**config.mk**
```make
export PLATFORM = sky130hd
export DESIGN_NAME = thi_touch_host_i2c
export DESIGN_NICKNAME = d
export VERILOG_FILES = /design/src/logic/thi_pkg.sv /design/src/logic/thi_sync3.sv /design/src/logic/thi_touch_grp.sv /design/src/logic/thi_touch_host_i2c.sv
export VERILOG_INCLUDE_DIRS = /design/src /design/src/logic
export SDC_FILE = /design/constraint.sdc
export NUM_CORES = 1
export LEC_CHECK = 0
export BUFFER_PORTS_ARGS = -buffer_cell sky130_fd_sc_hd__buf_4
export CORE_MARGIN = 3
export CORE_UTILIZATION = 40
export CTS_BUF_LIST = sky130_fd_sc_hd__clkbuf_4
export DETAILED_ROUTE_END_ITERATION = 6
export GPL_ROUTABILITY_DRIVEN = 0
export GPL_TIMING_DRIVEN = 1
export PLACE_DENSITY = 0.57
export SETUP_SLACK_MARGIN = 0.3
export SYNTH_ARGS = -nofsm -noshare
export SYNTH_HDL_FRONTEND = slang
export SYNTH_SLANG_ARGS = --single-unit
```
**constraint.sdc**
```tcl
create_clock -name clock -period 3.2 [get_ports clock]
set_input_delay 0.32 -clock clock [delete_from_list [all_inputs] [get_ports clock]]
set_output_delay 0.32 -clock clock [all_outputs]
set_load 0.005 [all_outputs]
```
**src/logic/thi_consts.svh**
```systemverilog
// Constants of the touch host I2C slave and interrupt block.
// Summary of operation
// - Enabled stage completion pulls interrupt line low.
// - Status read clears flags, releases line.
// - Offset 0x007 holds per-stage completion enables.
// - 0x00A completion flags clear unless still triggering.
// - Touch mode interrupts on contact and lift-off.
// - Touch enables at 0x005 low, 0x006 high.
// - Touch status at 0x008 low, 0x009 high.
// - Touch interrupt holds until status is read.
// - Any enabled threshold status change raises touch interrupt.
// - Fixed-address slave only, never starts transfers.
// - Acknowledge matching address; bit zero selects direction.
// - Stop returns idle and zeroes the pointer.
// - Two pointer bytes, upper first, ten bits used.
// - Data high byte then low byte form word.
// - Pointer advances per write, saturates, drops data.
// - Read returns high byte then low byte.
// - Pointer advances per read until master nacks.
// - At top address reads repeat last register.
`ifndef THI_CONSTS_SVH
`define THI_CONSTS_SVH

`define THI_REG_W       16
`define THI_PTR_W       10
`define THI_DEV_ADDR    7'h2E
`define THI_PTR_MAX     10'h3FF
`define THI_PTR_RST     10'h000
`define THI_OFF_EN_LO   10'h005
`define THI_OFF_EN_HI   10'h006
`define THI_OFF_EN_DONE 10'h007
`define THI_OFF_ST_LO   10'h008
`define THI_OFF_ST_HI   10'h009
`define THI_OFF_ST_DONE 10'h00A
`define THI_REG_RST     16'h0000
`define THI_BIT_LAST    4'h8
`define THI_TX_LAST     4'h7

`endif

```
**src/logic/thi_pkg.sv**
```systemverilog
// Types shared by the touch host I2C slave and interrupt block.
`include "thi_consts.svh"
package thi_pkg;

    typedef enum logic [6:0] {
        ST_IDLE  = 7'h01,
        ST_ADDR  = 7'h02,
        ST_AACK  = 7'h04,
        ST_WBYTE = 7'h08,
        ST_WACK  = 7'h10,
        ST_RBYTE = 7'h20,
        ST_RACK  = 7'h40
    } thi_state_t;

    typedef struct packed {
        logic [`THI_REG_W-1:0] done;
        logic [`THI_REG_W-1:0] act_lo;
        logic [`THI_REG_W-1:0] act_hi;
    } thi_evt_t;

    typedef struct packed {
        thi_state_t            state;
        logic [7:0]            sh;
        logic [3:0]            cnt;
        logic                  rw;
        logic                  nack;
        logic [1:0]            bidx;
        logic                  rphase;
        logic [`THI_PTR_W-1:0] ptr;
        logic [7:0]            dhi;
        logic [`THI_REG_W-1:0] word;
        logic [`THI_REG_W-1:0] en_lo;
        logic [`THI_REG_W-1:0] en_hi;
        logic [`THI_REG_W-1:0] en_done;
        logic [`THI_REG_W-1:0] done_st;
        logic                  scl_q;
        logic                  sda_q;
        logic                  oe_n;
        logic                  irq_oe_n;
    } thi_i2c_t;

endpackage

```
**src/logic/thi_sync3.sv**
```systemverilog
// Three-stage pin synchroniser with agreement filter.
`timescale 1ns/1ps
module thi_sync3 #(
    parameter int         W    = 2,
    parameter logic [W-1:0] INIT = '1
) (
    input  wire logic         clock,
    input  wire logic         rstn,
    input  wire logic [W-1:0] din,
    output logic      [W-1:0] dout
);
    typedef struct packed {
        logic [W-1:0] s1;
        logic [W-1:0] s2;
        logic [W-1:0] s3;
        logic [W-1:0] f;
    } thi_sync_t;

    thi_sync_t r, n;

    // A bit only moves once the second and third stages agree.
    always_comb begin
        n    = r;
        n.s1 = din;
        n.s2 = r.s1;
        n.s3 = r.s2;
        for (int i = 0; i < W; i++) begin
            if (r.s2[i] == r.s3[i]) begin
                n.f[i] = r.s3[i];
            end
        end
    end

    always_ff @(posedge clock or negedge rstn) begin
        if (!rstn) begin
            r <= {INIT, INIT, INIT, INIT};
        end else begin
            r <= n;
        end
    end

    assign dout = r.f;
endmodule // thi_sync3

```
**src/logic/thi_touch_grp.sv**
```systemverilog
// One touch threshold group: live status and a sticky change flag.
`timescale 1ns/1ps
`include "thi_consts.svh"
module thi_touch_grp (
    input  wire logic                  clock,
    input  wire logic                  rstn,
    input  wire logic [`THI_REG_W-1:0] act,
    input  wire logic [`THI_REG_W-1:0] en,
    input  wire logic                  clr,
    output logic      [`THI_REG_W-1:0] status,
    output logic                       pend
);
    typedef struct packed {
        logic [`THI_REG_W-1:0] cur;
        logic                  pend;
    } thi_grp_t;

    thi_grp_t r, n;
    logic [`THI_REG_W-1:0] masked;

    always_comb begin
        masked = act & en;
        n      = r;
        n.cur  = masked;
        // Contact and lift-off both change the masked bits.
        n.pend = (r.pend & ~clr) | (masked != r.cur);
    end

    always_ff @(posedge clock or negedge rstn) begin
        if (!rstn) begin
            r <= '0;
        end else begin
            r <= n;
        end
    end

    assign status = r.cur;
    assign pend   = r.pend;
endmodule // thi_touch_grp

```
**src/logic/thi_touch_host_i2c.sv**
```systemverilog
// I2C register slave and open-drain interrupt of the touch controller.
`timescale 1ns/1ps
`include "thi_consts.svh"
module thi_touch_host_i2c (
    input  wire logic             clock,
    input  wire logic             rstn,
    input  wire logic             scl_i,
    input  wire logic             sda_i,
    input  wire thi_pkg::thi_evt_t evt,
    output logic                  sda_o,
    output logic                  sda_oe_n,
    output logic                  int_o,
    output logic                  int_oe_n
);
    import thi_pkg::*;

    // ------------------------------------------------------------
    // Pin conditioning
    // ------------------------------------------------------------
    logic [1:0] pins_f;
    logic       scl_f;
    logic       sda_f;
    logic       scl_rise;
    logic       scl_fall;
    logic       start_c;
    logic       stop_c;

    thi_sync3 #(
        .W    (2),
        .INIT (2'h3)
    ) u_sync (
        .clock (clock),
        .rstn  (rstn),
        .din   ({scl_i, sda_i}),
        .dout  (pins_f)
    );

    thi_i2c_t r, n;

    assign scl_f    = pins_f[1];
    assign sda_f    = pins_f[0];
    assign scl_rise = scl_f & ~r.scl_q;
    assign scl_fall = ~scl_f & r.scl_q;
    assign start_c  = scl_f & r.scl_q & r.sda_q & ~sda_f;
    assign stop_c   = scl_f & r.scl_q & ~r.sda_q & sda_f;

    // ------------------------------------------------------------
    // Touch groups
    // ------------------------------------------------------------
    logic [`THI_REG_W-1:0] st_lo;
    logic [`THI_REG_W-1:0] st_hi;
    logic                  tp_lo;
    logic                  tp_hi;
    logic                  clr_lo;
    logic                  clr_hi;
    logic                  clr_done;

    thi_touch_grp u_grp_lo (
        .clock  (clock),
        .rstn   (rstn),
        .act    (evt.act_lo),
        .en     (r.en_lo),
        .clr    (clr_lo),
        .status (st_lo),
        .pend   (tp_lo)
    );

    thi_touch_grp u_grp_hi (
        .clock  (clock),
        .rstn   (rstn),
        .act    (evt.act_hi),
        .en     (r.en_hi),
        .clr    (clr_hi),
        .status (st_hi),
        .pend   (tp_hi)
    );

    // ------------------------------------------------------------
    // Register read view
    // ------------------------------------------------------------
    function automatic logic [`THI_REG_W-1:0] rd_mux(input logic [`THI_PTR_W-1:0] a);
        logic [`THI_REG_W-1:0] v;
        v = `THI_REG_RST;
        case (a)
            `THI_OFF_EN_LO:   v = r.en_lo;
            `THI_OFF_EN_HI:   v = r.en_hi;
            `THI_OFF_EN_DONE: v = r.en_done;
            `THI_OFF_ST_LO:   v = st_lo;
            `THI_OFF_ST_HI:   v = st_hi;
            `THI_OFF_ST_DONE: v = r.done_st;
            default:          v = `THI_REG_RST;
        endcase
        return v;
    endfunction

    // ------------------------------------------------------------
    // Bus engine
    // ------------------------------------------------------------
    logic                  ld;
    logic                  wr;
    logic [`THI_PTR_W-1:0] ld_addr;
    logic [`THI_PTR_W-1:0] ptr_inc;

    // Saturating increment: the pointer never wraps past the top.
    assign ptr_inc = (r.ptr == `THI_PTR_MAX) ? r.ptr : r.ptr + 10'h001;

    always_comb begin
        n        = r;
        ld       = 1'b0;
        wr       = 1'b0;
        ld_addr  = r.ptr;
        clr_lo   = 1'b0;
        clr_hi   = 1'b0;
        clr_done = 1'b0;
        n.scl_q  = scl_f;
        n.sda_q  = sda_f;
        case (r.state)
            ST_IDLE: begin
                n.state = ST_IDLE;
            end
            ST_ADDR: begin
                if (scl_rise) begin
                    n.sh  = {r.sh[6:0], sda_f};
                    n.cnt = r.cnt + 4'h1;
                end
                if (scl_fall && r.cnt == `THI_BIT_LAST) begin
                    if (r.sh[7:1] == `THI_DEV_ADDR) begin
                        n.state = ST_AACK;
                        n.rw    = r.sh[0];
                    end else begin
                        n.state = ST_IDLE;
                    end
                end
            end
            ST_AACK: begin
                if (scl_fall) begin
                    n.cnt = 4'h0;
                    if (r.rw) begin
                        // The word is captured here, so flags drop at once.
                        ld       = 1'b1;
                        n.rphase = 1'b0;
                        n.state  = ST_RBYTE;
                    end else begin
                        n.bidx  = 2'h0;
                        n.state = ST_WBYTE;
                    end
                end
            end
            ST_WBYTE: begin
                if (scl_rise) begin
                    n.sh  = {r.sh[6:0], sda_f};
                    n.cnt = r.cnt + 4'h1;
                end
                if (scl_fall && r.cnt == `THI_BIT_LAST) begin
                    n.state = ST_WACK;
                    case (r.bidx)
                        2'h0: begin
                            n.ptr[9:8] = r.sh[1:0];
                            n.bidx     = 2'h1;
                        end
                        2'h1: begin
                            n.ptr[7:0] = r.sh;
                            n.bidx     = 2'h2;
                        end
                        2'h2: begin
                            n.dhi  = r.sh;
                            n.bidx = 2'h3;
                        end
                        default: begin
                            wr     = (r.ptr != `THI_PTR_MAX);
                            n.ptr  = ptr_inc;
                            n.bidx = 2'h2;
                        end
                    endcase
                end
            end
            ST_WACK: begin
                if (scl_fall) begin
                    n.cnt   = 4'h0;
                    n.state = ST_WBYTE;
                end
            end
            ST_RBYTE: begin
                if (scl_fall) begin
                    // High byte leaves first, the low byte follows it up.
                    n.word = {r.word[14:0], 1'b0};
                    n.cnt  = r.cnt + 4'h1;
                    if (r.cnt == `THI_TX_LAST) begin
                        n.state = ST_RACK;
                    end
                end
            end
            ST_RACK: begin
                if (scl_rise) begin
                    n.nack = sda_f;
                end
                if (scl_fall) begin
                    if (r.nack) begin
                        n.state = ST_IDLE;
                    end else begin
                        n.cnt   = 4'h0;
                        n.state = ST_RBYTE;
                        if (r.rphase) begin
                            n.ptr    = ptr_inc;
                            ld       = 1'b1;
                            ld_addr  = ptr_inc;
                            n.rphase = 1'b0;
                        end else begin
                            n.rphase = 1'b1;
                        end
                    end
                end
            end
            default: begin
                n.state = ST_IDLE;
            end
        endcase

        if (ld) begin
            n.word   = rd_mux(ld_addr);
            clr_lo   = (ld_addr == `THI_OFF_ST_LO);
            clr_hi   = (ld_addr == `THI_OFF_ST_HI);
            clr_done = (ld_addr == `THI_OFF_ST_DONE);
        end

        if (wr) begin
            case (r.ptr)
                `THI_OFF_EN_LO:   n.en_lo   = {r.dhi, r.sh};
                `THI_OFF_EN_HI:   n.en_hi   = {r.dhi, r.sh};
                `THI_OFF_EN_DONE: n.en_done = {r.dhi, r.sh};
                default:          n.en_lo   = n.en_lo;
            endcase
        end

        // A completion in the clearing cycle survives the clear.
        n.done_st = (r.done_st & {`THI_REG_W{~clr_done}}) | (evt.done & r.en_done);

        if (start_c) begin
            n.state = ST_ADDR;
            n.cnt   = 4'h0;
        end
        if (stop_c) begin
            n.state = ST_IDLE;
            n.ptr   = `THI_PTR_RST;
        end

        n.oe_n = ~((n.state == ST_AACK) | (n.state == ST_WACK) |
                   ((n.state == ST_RBYTE) & ~n.word[15]));
        n.irq_oe_n = ~((|(n.done_st & n.en_done)) | tp_lo | tp_hi);
    end

    always_ff @(posedge clock or negedge rstn) begin
        if (!rstn) begin
            r          <= '0;
            r.state    <= ST_IDLE;
            r.ptr      <= `THI_PTR_RST;
            r.en_lo    <= `THI_REG_RST;
            r.en_hi    <= `THI_REG_RST;
            r.en_done  <= `THI_REG_RST;
            r.done_st  <= `THI_REG_RST;
            r.scl_q    <= 1'b1;
            r.sda_q    <= 1'b1;
            r.oe_n     <= 1'b1;
            r.irq_oe_n <= 1'b1;
        end else begin
            r <= n;
        end
    end

    // ------------------------------------------------------------
    // Open-drain outputs
    // ------------------------------------------------------------
    // Both lines are open drain: they only ever pull low.
    assign sda_o    = 1'b0;
    assign sda_oe_n = r.oe_n;
    assign int_o    = 1'b0;
    assign int_oe_n = r.irq_oe_n;
endmodule // thi_touch_host_i2c

```
After elaboration in Yosys (flattened, before gate mapping). Cells that the tools add are included.

Add/subtract/negate cells: 2. Equal/unequal tests: 45. Mux-type cells: 59. Bitwise gates (word level): 32. Reductions and logical operators: 26.

Operator list (number): $pmux 16 s6 (1); $and 16x16->16 (5); $mux 16 (5); $mux 7 (9); $eq 10x3->1 const B (6); $mux 10 (6); $pmux 7 s6 (1); $ne 16x16->1 (2); $eq 10x4->1 const B (3); $mux 4 (6); $ne 3x3->1 const B (8); $mux 11 (2); $eq 7x6->1 const B (3); $pmux 10 s2 (1); $mux 18 (1); $or 16x16->16 (1); $pmux 4 s4 (1); $pmux 8 s2 (1); $reduce_or 16->1 (1); $reduce_and 5->1 (3); $eq 7x3->1 const B (2); $eq 7x5->1 const B (2); $mux 1 (13); $mux 6 (2); 33 further kinds (79).

Flip-flop bits (word level): 168. Word-level logic and storage cells: 193.

Logic depth before layout (Yosys ltp). Gate-level depths: netlist of the first run.

Word-level depth: 16. Depth in mapped cells: 13.

By module. From an unflattened synthesis of the first run, not the netlist that was laid out.

Cell total of the unflattened synthesis: 850. Area, all modules: 8934.8 µm².

Modules (own cells, without submodules): thi_touch_host_i2c (times used 1, cells an instance 704, area each 7193.1 µm², seq. area each 3159.3 µm²); thi_touch_grp (times used 2, cells an instance 67, area each 747.0 µm², seq. area each 425.4 µm²); thi_sync3 (times used 1, cells an instance 12, area each 247.7 µm², seq. area each 210.2 µm²).

Worst setup path after synthesis of the first run. No wires, ideal clock.

Kind: reg-to-reg. From: register r[120] (netlist name). To: register r (netlist bit int_oe_n). Arrival time: 3070 ps. Required time: 3137 ps. Path slack: 67 ps. Stages on the path, launching flop included: 9. Path buffers: 0. Path through: dfrtp_1 -> or4_4 -> nor4_4 -> and3_1 -> mux2_2 -> a2111o_1 -> a2111o_1 -> a221oi_2 -> and4b_1.

RTL lines: start: declaration (line thi_touch_host_i2c.sv:38) `thi_i2c_t r, n;`; start signal: assignment (line thi_touch_host_i2c.sv:266) `r <= n;`.

==> impl_metrics.tcl, run 1 <==
set metrics [dict create \
    outcome "finished with violations" \
    violations "setup timing" \
    ff2ff_setup_slack_ns -0.06 \
    crit_start "r[108]" \
    grt_pass1_vias 7289 \
    worstSkewPairLatency_ns 0.60 \
    antenna_found_initial 1 \
    grt.overflow.total 0 \
    worstPathCellList "inv_2 -> ha_1 -> nand4bb_1 -> nor4_4 -> and3_4 -> mux2_4 -> a2111o_1 -> a2111o_1 -> a221oi_4 -> and4b_1" \
    layout_commonest_cell "dfrtp_1" \
    met2WireLength_um 12300 \
    root_buffer "clkbuf_4" \
    syn2layout_area_growth_pct 26.5 \
    worst-path-stages 10 \
    drive_above_1_share_pct 30.2 \
    crit_family "simple AND/OR/NAND/NOR gates" \
    met1_length_um 14000 \
    synth_edf_count 0 \
    utilization_pct 51.6 \
    layout_min_cycle_time_ns 3.26 \
    core_area_um2 21900 \
    max_cap_viol_count 0 \
    path_buf_inv 1 \
    cp-endpoint "int_oe_n" \
    grtUsageTotal_pct 23.0 \
    layout_common_cells "dfrtp_1 (151), buf_4 (132), nand2_1 (88)" \
    r2r-end "int_oe_n" \
    hold_path_class "primary input to flip-flop" \
    slew_viol_final 0 \
    fp.dieW_um 155 \
    drc_errors 0 \
    wl_per_cell_um 21.2 \
    total_power_mw 3.55 \
    cp_max_fo 5 \
    clkSlewWorstSetupHoldPaths_ns 0.15 \
    r2r_cells 10 \
    p_per_area_nw_per_um2 314 \
    grt_first_pass_wirelength_um 43000 \
    wl_met3_um 1620 \
    critPathMaxStageDelay_ns 0.43 \
    dpl.hpwl_um 20300 \
    crit_required_ns 3.74 \
    p_int_mw 2.58 \
    endpoint_kind "flip-flop" \
    synthArstFlopShare_pct 100 \
    synth_seq_area_share_pct 47.3 \
    start_kind "flip-flop" \
    power_frac_comb_pct 5.7 \
    crit_slowest_cell "dfrtp_1" \
    placedCellCount 1231 \
    crit_type "flip-flop to flip-flop" \
    ys_ff_latch 168 \
    cts_tree "built" \
    critPathArrivalTime_ns 3.79 \
    min_period_over_period_pct 102 \
    placed_area_um2 10100 \
    rows 54 \
    start_util_pct 40.8 \
    fin_nets 1096 \
    via_count 7664 \
    syn_inst 877 \
    clock-sinks 168 \
    maxUsedRoutingLayer "met4" \
    peakVddDrop_mv 0.181 \
    switching_share_pct 27.2 \
    numCtsBuffers 17 \
    cts.path.max_buffers 2 \
    p_leak_nw 5.01 \
    crit_path_frequent_cell "a2111o_1" \
    pwr-share-seq_pct 60.7 \
    syn_area_um2 8920 \
    viasPerCell 5.77 \
    worst_pin_slew_ns 0.833 \
    fp.dieArea_um2 24100 \
    r2r-start "r[108]" \
    ys_types 70 \
    worst_hold_slack_ns 0.0436 \
    avgSynthCellArea_um2 10.2 \
    htreeDepth 4 \
    numPortBuffers 53 \
    die_h_um 155 \
    pwr-share-clk_pct 33.6 \
    finalNonFillerCells 1329 \
    p_sw_mw 0.965 \
    tns_ns -0.0551 \
    setup_violations 1 \
    firstDrtPassIters 7 \
    totalWireLength_um 28200 \
    place_ws_ns -0.142 \
    grt_max_degree 86 \
    max_slew_margin_pct 44.5 \
    fin_skew_ns 0.0369 \
    stdcell_area_um2 11300 \
    setup_ws_ns -0.0551 \
    initialDrtViolationCount 630 \
    max_freq_mhz 307 \
    synthFlopType "dfrtp_1" \
    ys_warn_count 0 \
    antenna_left 0 \
    rsz0062_at_grt "yes" \
    hold_violations 0 \
    nFillCells 2069 \
    ios 56 \
]
-- routing by layer --
| metal | up-vias | GRT usage, % |
|---|---|---|
| met1 | 3842 | 36.1 |
| met5 | - | 0 |
| met2 | 246 | 33.9 |
| li1 | 3550 | - |
| met3 | 26 | 3.62 |
| met4 | 0 | 4.13 |
-- power groups by stage --
stage               sequential [mW]  clock, mW  combinational (mW)
floorplan                      2.19          0              0.0319
global placement               2.19          0               0.154
detailed placement             2.19          0               0.153
CTS                            2.16       1.21               0.197
global route                   2.16       1.29               0.221
finish                         2.16       1.19               0.202
-- cell usage after synthesis (19+ instances only) --
master      n  area [µm²]
dfrtp_1   155        3880
nand2_1    89         334
mux2_2     62         698
clkbuf_1   50         188
nor2_1     45         169
and2_1     44         275
a21oi_1    37         185
o21ai_0    35         175
xnor2_1    34         298
nand3_1    32         160
mux2i_1    29         290
a22o_1     21         184
a22oi_1    19         143
-- flip-flops by register name, summed over array words and instances (netlist names) --
| signal | cells |
|---|---|
| u_grp_hi.status | 16 |
| u_sync.n | 4 |
| u_grp_hi.pend | 1 |
| u_grp_lo.pend | 1 |
| u_sync.r | 2 |
| sda_oe_n | 1 |
| r | 124 |
| int_oe_n | 1 |
| u_grp_lo.status | 16 |
| u_sync.dout | 2 |
-- timing repair --
action                     in CTS  in global routing
hold endpoints to repair      121                  1
setup buffers                   4                 16
hold buffers                   44                  1
setup endpoints to repair      16                 19
pin swaps                       2                 28
resized for setup              17                 64
-- kinds of logic after synthesis --
group | Yosys count | share of synthesized area (%)
muxes | 91 | 11.1
adders and majority gates | 11 | 1.49
DFF | 168 | 47.3
xor gates and xnor gates | 37 | 3.63
AOI/OAI and AO/OA | 197 | 15.7
buffers and inverters | 73 | 3.27
other | 1 | 0.0420
and+or+nand+nor | 299 | 17.6
-- final cells by class --
| class | instances | area [µm²] | area share, % |
|---|---|---|---|
| clock inverters | 14 | 113 | 0.997 |
| repair buffers | 194 | 1670 | 14.8 |
| well taps | 280 | 350 | 3.10 |
| inverters | 17 | 63.8 | 0.565 |
| diodes | 1 | 2.50 | 0.0222 |
| flip-flops and latches | 168 | 4230 | 37.4 |
| clock buffers | 18 | 135 | 1.20 |
| multi-input cells | 637 | 4730 | 41.9 |
-- worst min-delay path by stage --
stage / from / end / slack, ns / cells after the start
after floorplan: rstn / r[100] / 0.02 / 0
after global placement: u_sync.n[5] / u_sync.n[3] / 0.35 / 0
after detailed placement: u_sync.n[4] / u_sync.n[2] / 0.35 / 0
after CTS: evt[29] / u_grp_lo.status[13] / 0.008 / 2
after global routing: evt[13] / u_grp_hi.status[13] / 0.03 / 2
final: evt[18] / u_grp_lo.status[2] / 0.04 / 2
Note: power is estimated with default switching activity, not from simulation.
==> run 2: changes to the inputs <==
Settings changed: CAP_MARGIN set to 15, PLACE_DENSITY 0.57 to 0.54, TNS_END_PERCENT set to 50.
Clock period 3.2 ns to 3.95 ns, I/O delays scaled along.
==> run 2 against run 1 <==
Compared with the run above:
- the flow now finishes without violations
- power fell by 19%
- clock skew down 0.0033 ns
- die area is the same
- critical endpoint unchanged
==> impl_metrics.tcl, run 2 (synthesized netlist as in run 1, its figures left out) <==
set metrics [dict create \
    outcome "finished, final reports clean" \
    core_area_um2 21900 \
    hold_path_class "primary input to flip-flop" \
    fp.dieArea_um2 24100 \
    peakVddDrop_mv 0.160 \
    critPathMaxStageDelay_ns 0.52 \
    endpoint_kind "flip-flop" \
    stdcell_area_um2 10000 \
    ios 56 \
    viasPerCell 5.97 \
    numPortBuffers 53 \
    hold_violations 0 \
    crit_family "simple AND/OR/NAND/NOR gates" \
    start_util_pct 40.8 \
    initialDrtViolationCount 540 \
    dpl.hpwl_um 19900 \
    die_h_um 155 \
    max_cap_viol_count 0 \
    worstPathCellList "or3b_2 -> nor4_4 -> and3_4 -> mux2_2 -> a2111o_1 -> a2111o_1 -> a221oi_4 -> and4b_1" \
    crit_slowest_cell "or3b_2" \
    clkSlewWorstSetupHoldPaths_ns 0.17 \
    critPathArrivalTime_ns 4.06 \
    cts_setup_buffers 0 \
    via_count 7258 \
    grt_first_pass_wirelength_um 42600 \
    firstDrtPassIters 5 \
    crit_required_ns 4.47 \
    cts.path.max_buffers 2 \
    layout_min_cycle_time_ns 3.54 \
    crit_path_frequent_cell "a2111o_1" \
    worst_pin_slew_ns 0.860 \
    drc_errors 0 \
    worst_hold_slack_ns 0.0466 \
    nFillCells 2129 \
    clock-sinks 168 \
    placedCellCount 1179 \
    antenna_left 0 \
    seq_area_um2 4230 \
    grtUsageTotal_pct 23.1 \
    totalWireLength_um 27500 \
    syn2layout_area_growth_pct 12.0 \
    htreeDepth 4 \
    numCtsBuffers 17 \
    grt_pass1_vias 7020 \
    grt.overflow.total 0 \
    p_leak_nw 4.39 \
    fin_nets 982 \
    crit_type "flip-flop to flip-flop" \
    worstSkewPairLatency_ns 0.59 \
    grt_max_degree 91 \
    drive_above_1_share_pct 21.8 \
    wl_per_cell_um 22.6 \
    fin_skew_ns 0.0336 \
    antenna_found_initial 1 \
    cp_max_fo 8 \
    layout_common_cells "dfrtp_1 (151), nand2_1 (89), buf_4 (74)" \
    layout_commonest_cell "dfrtp_1" \
    finalNonFillerCells 1215 \
    min_period_over_period_pct 89.5 \
    start_kind "flip-flop" \
    root_buffer "clkbuf_4" \
    largest_register_ffs 124 \
    rsz0062_at_grt "no" \
    regMostFlops "r" \
    slew_viol_final 0 \
    fp.dieW_um 155 \
    ff2ff_setup_slack_ns 0.41 \
    tns_ns 0 \
    placed_area_um2 9650 \
    max_slew_margin_pct 42.2 \
    cts_tree "built" \
    total_power_mw 2.86 \
    multi_input_area_um2 4450 \
    path_buf_inv 0 \
    max_freq_mhz 283 \
    setup_violations 0 \
    p_per_area_nw_per_um2 286 \
    rows 54 \
]
-- run 2: cell count changes in the layout (fill, tap and decap cells not counted), moves of 7 or more --
| cell | delta |
|---|---|
| buf_4 | -58 |
| dlygate4sd3_1 | -42 |
| buf_6 | -11 |
| a221oi_1 | +10 |
| a221oi_2 | -7 |
-- run 2: worst reg2reg max path: stages, from the launching register on --
cell,delay [ns]
dfrtp_2,0.50
or3b_2,0.52
nor4_4,0.35
and3_4,0.28
mux2_2,0.34
a2111o_1,0.42
a2111o_1,0.48
a221oi_4,0.32
and4b_1,0.27
-- run 2: where the power goes --
group | switching, mW | leakage, nW | internal (mW) | total (mW)
registers | 0.0141 | 2.29 | 1.74 | 1.75
clock network | 0.712 | 0.133 | 0.284 | 0.996
logic | 0.0650 | 1.97 | 0.0494 | 0.114
-- run 2: timing repair --
item                                   4_1_cts  5_1_grt
gates resized for setup                      0       13
endpoints found under the hold margin       81        0
setup endpoints to repair                    0       18
hold buffers                                 3        0
-- run 2: path summary, 6_finish.rpt --
path,startpoint,endpoint,cells after the start
setup / recovery,r[123],int_oe_n,8
hold / removal,evt[4],u_grp_hi.status[4],2
setup reg to reg,r[123],int_oe_n,8
hold reg to reg,u_sync.n[5],u_sync.n[3],0
max in group asynchronous,rstn,u_grp_lo.status[6],3
min in group asynchronous,rstn,r[48],2
-- run 2: layout make-up --
class                      instances  area share (%)
antenna                            1          0.0250
clock buffer                      18            1.35
clock inverter                    14            1.39
inverter                          17           0.638
multi-input combinational        637            44.5
sequential                       168            42.3
tap                              280            3.50
timing repair buffer              80            6.28
-- run 2: metal layers --
metal,track usage [%],part of all wire (%)
met1,35.5,49
met2,32.5,42
met3,4.84,7.0
met4,6.71,2.4
met5,0,0
-- run 2: per-stage QoR --
step                      setup slack, ns  util, %
after floorplan                     0.817        -
after global placement              0.404     44.1
after detailed placement            0.359     44.1
after CTS                           0.321     45.5
after global routing                0.308     45.7
final                               0.415     45.7
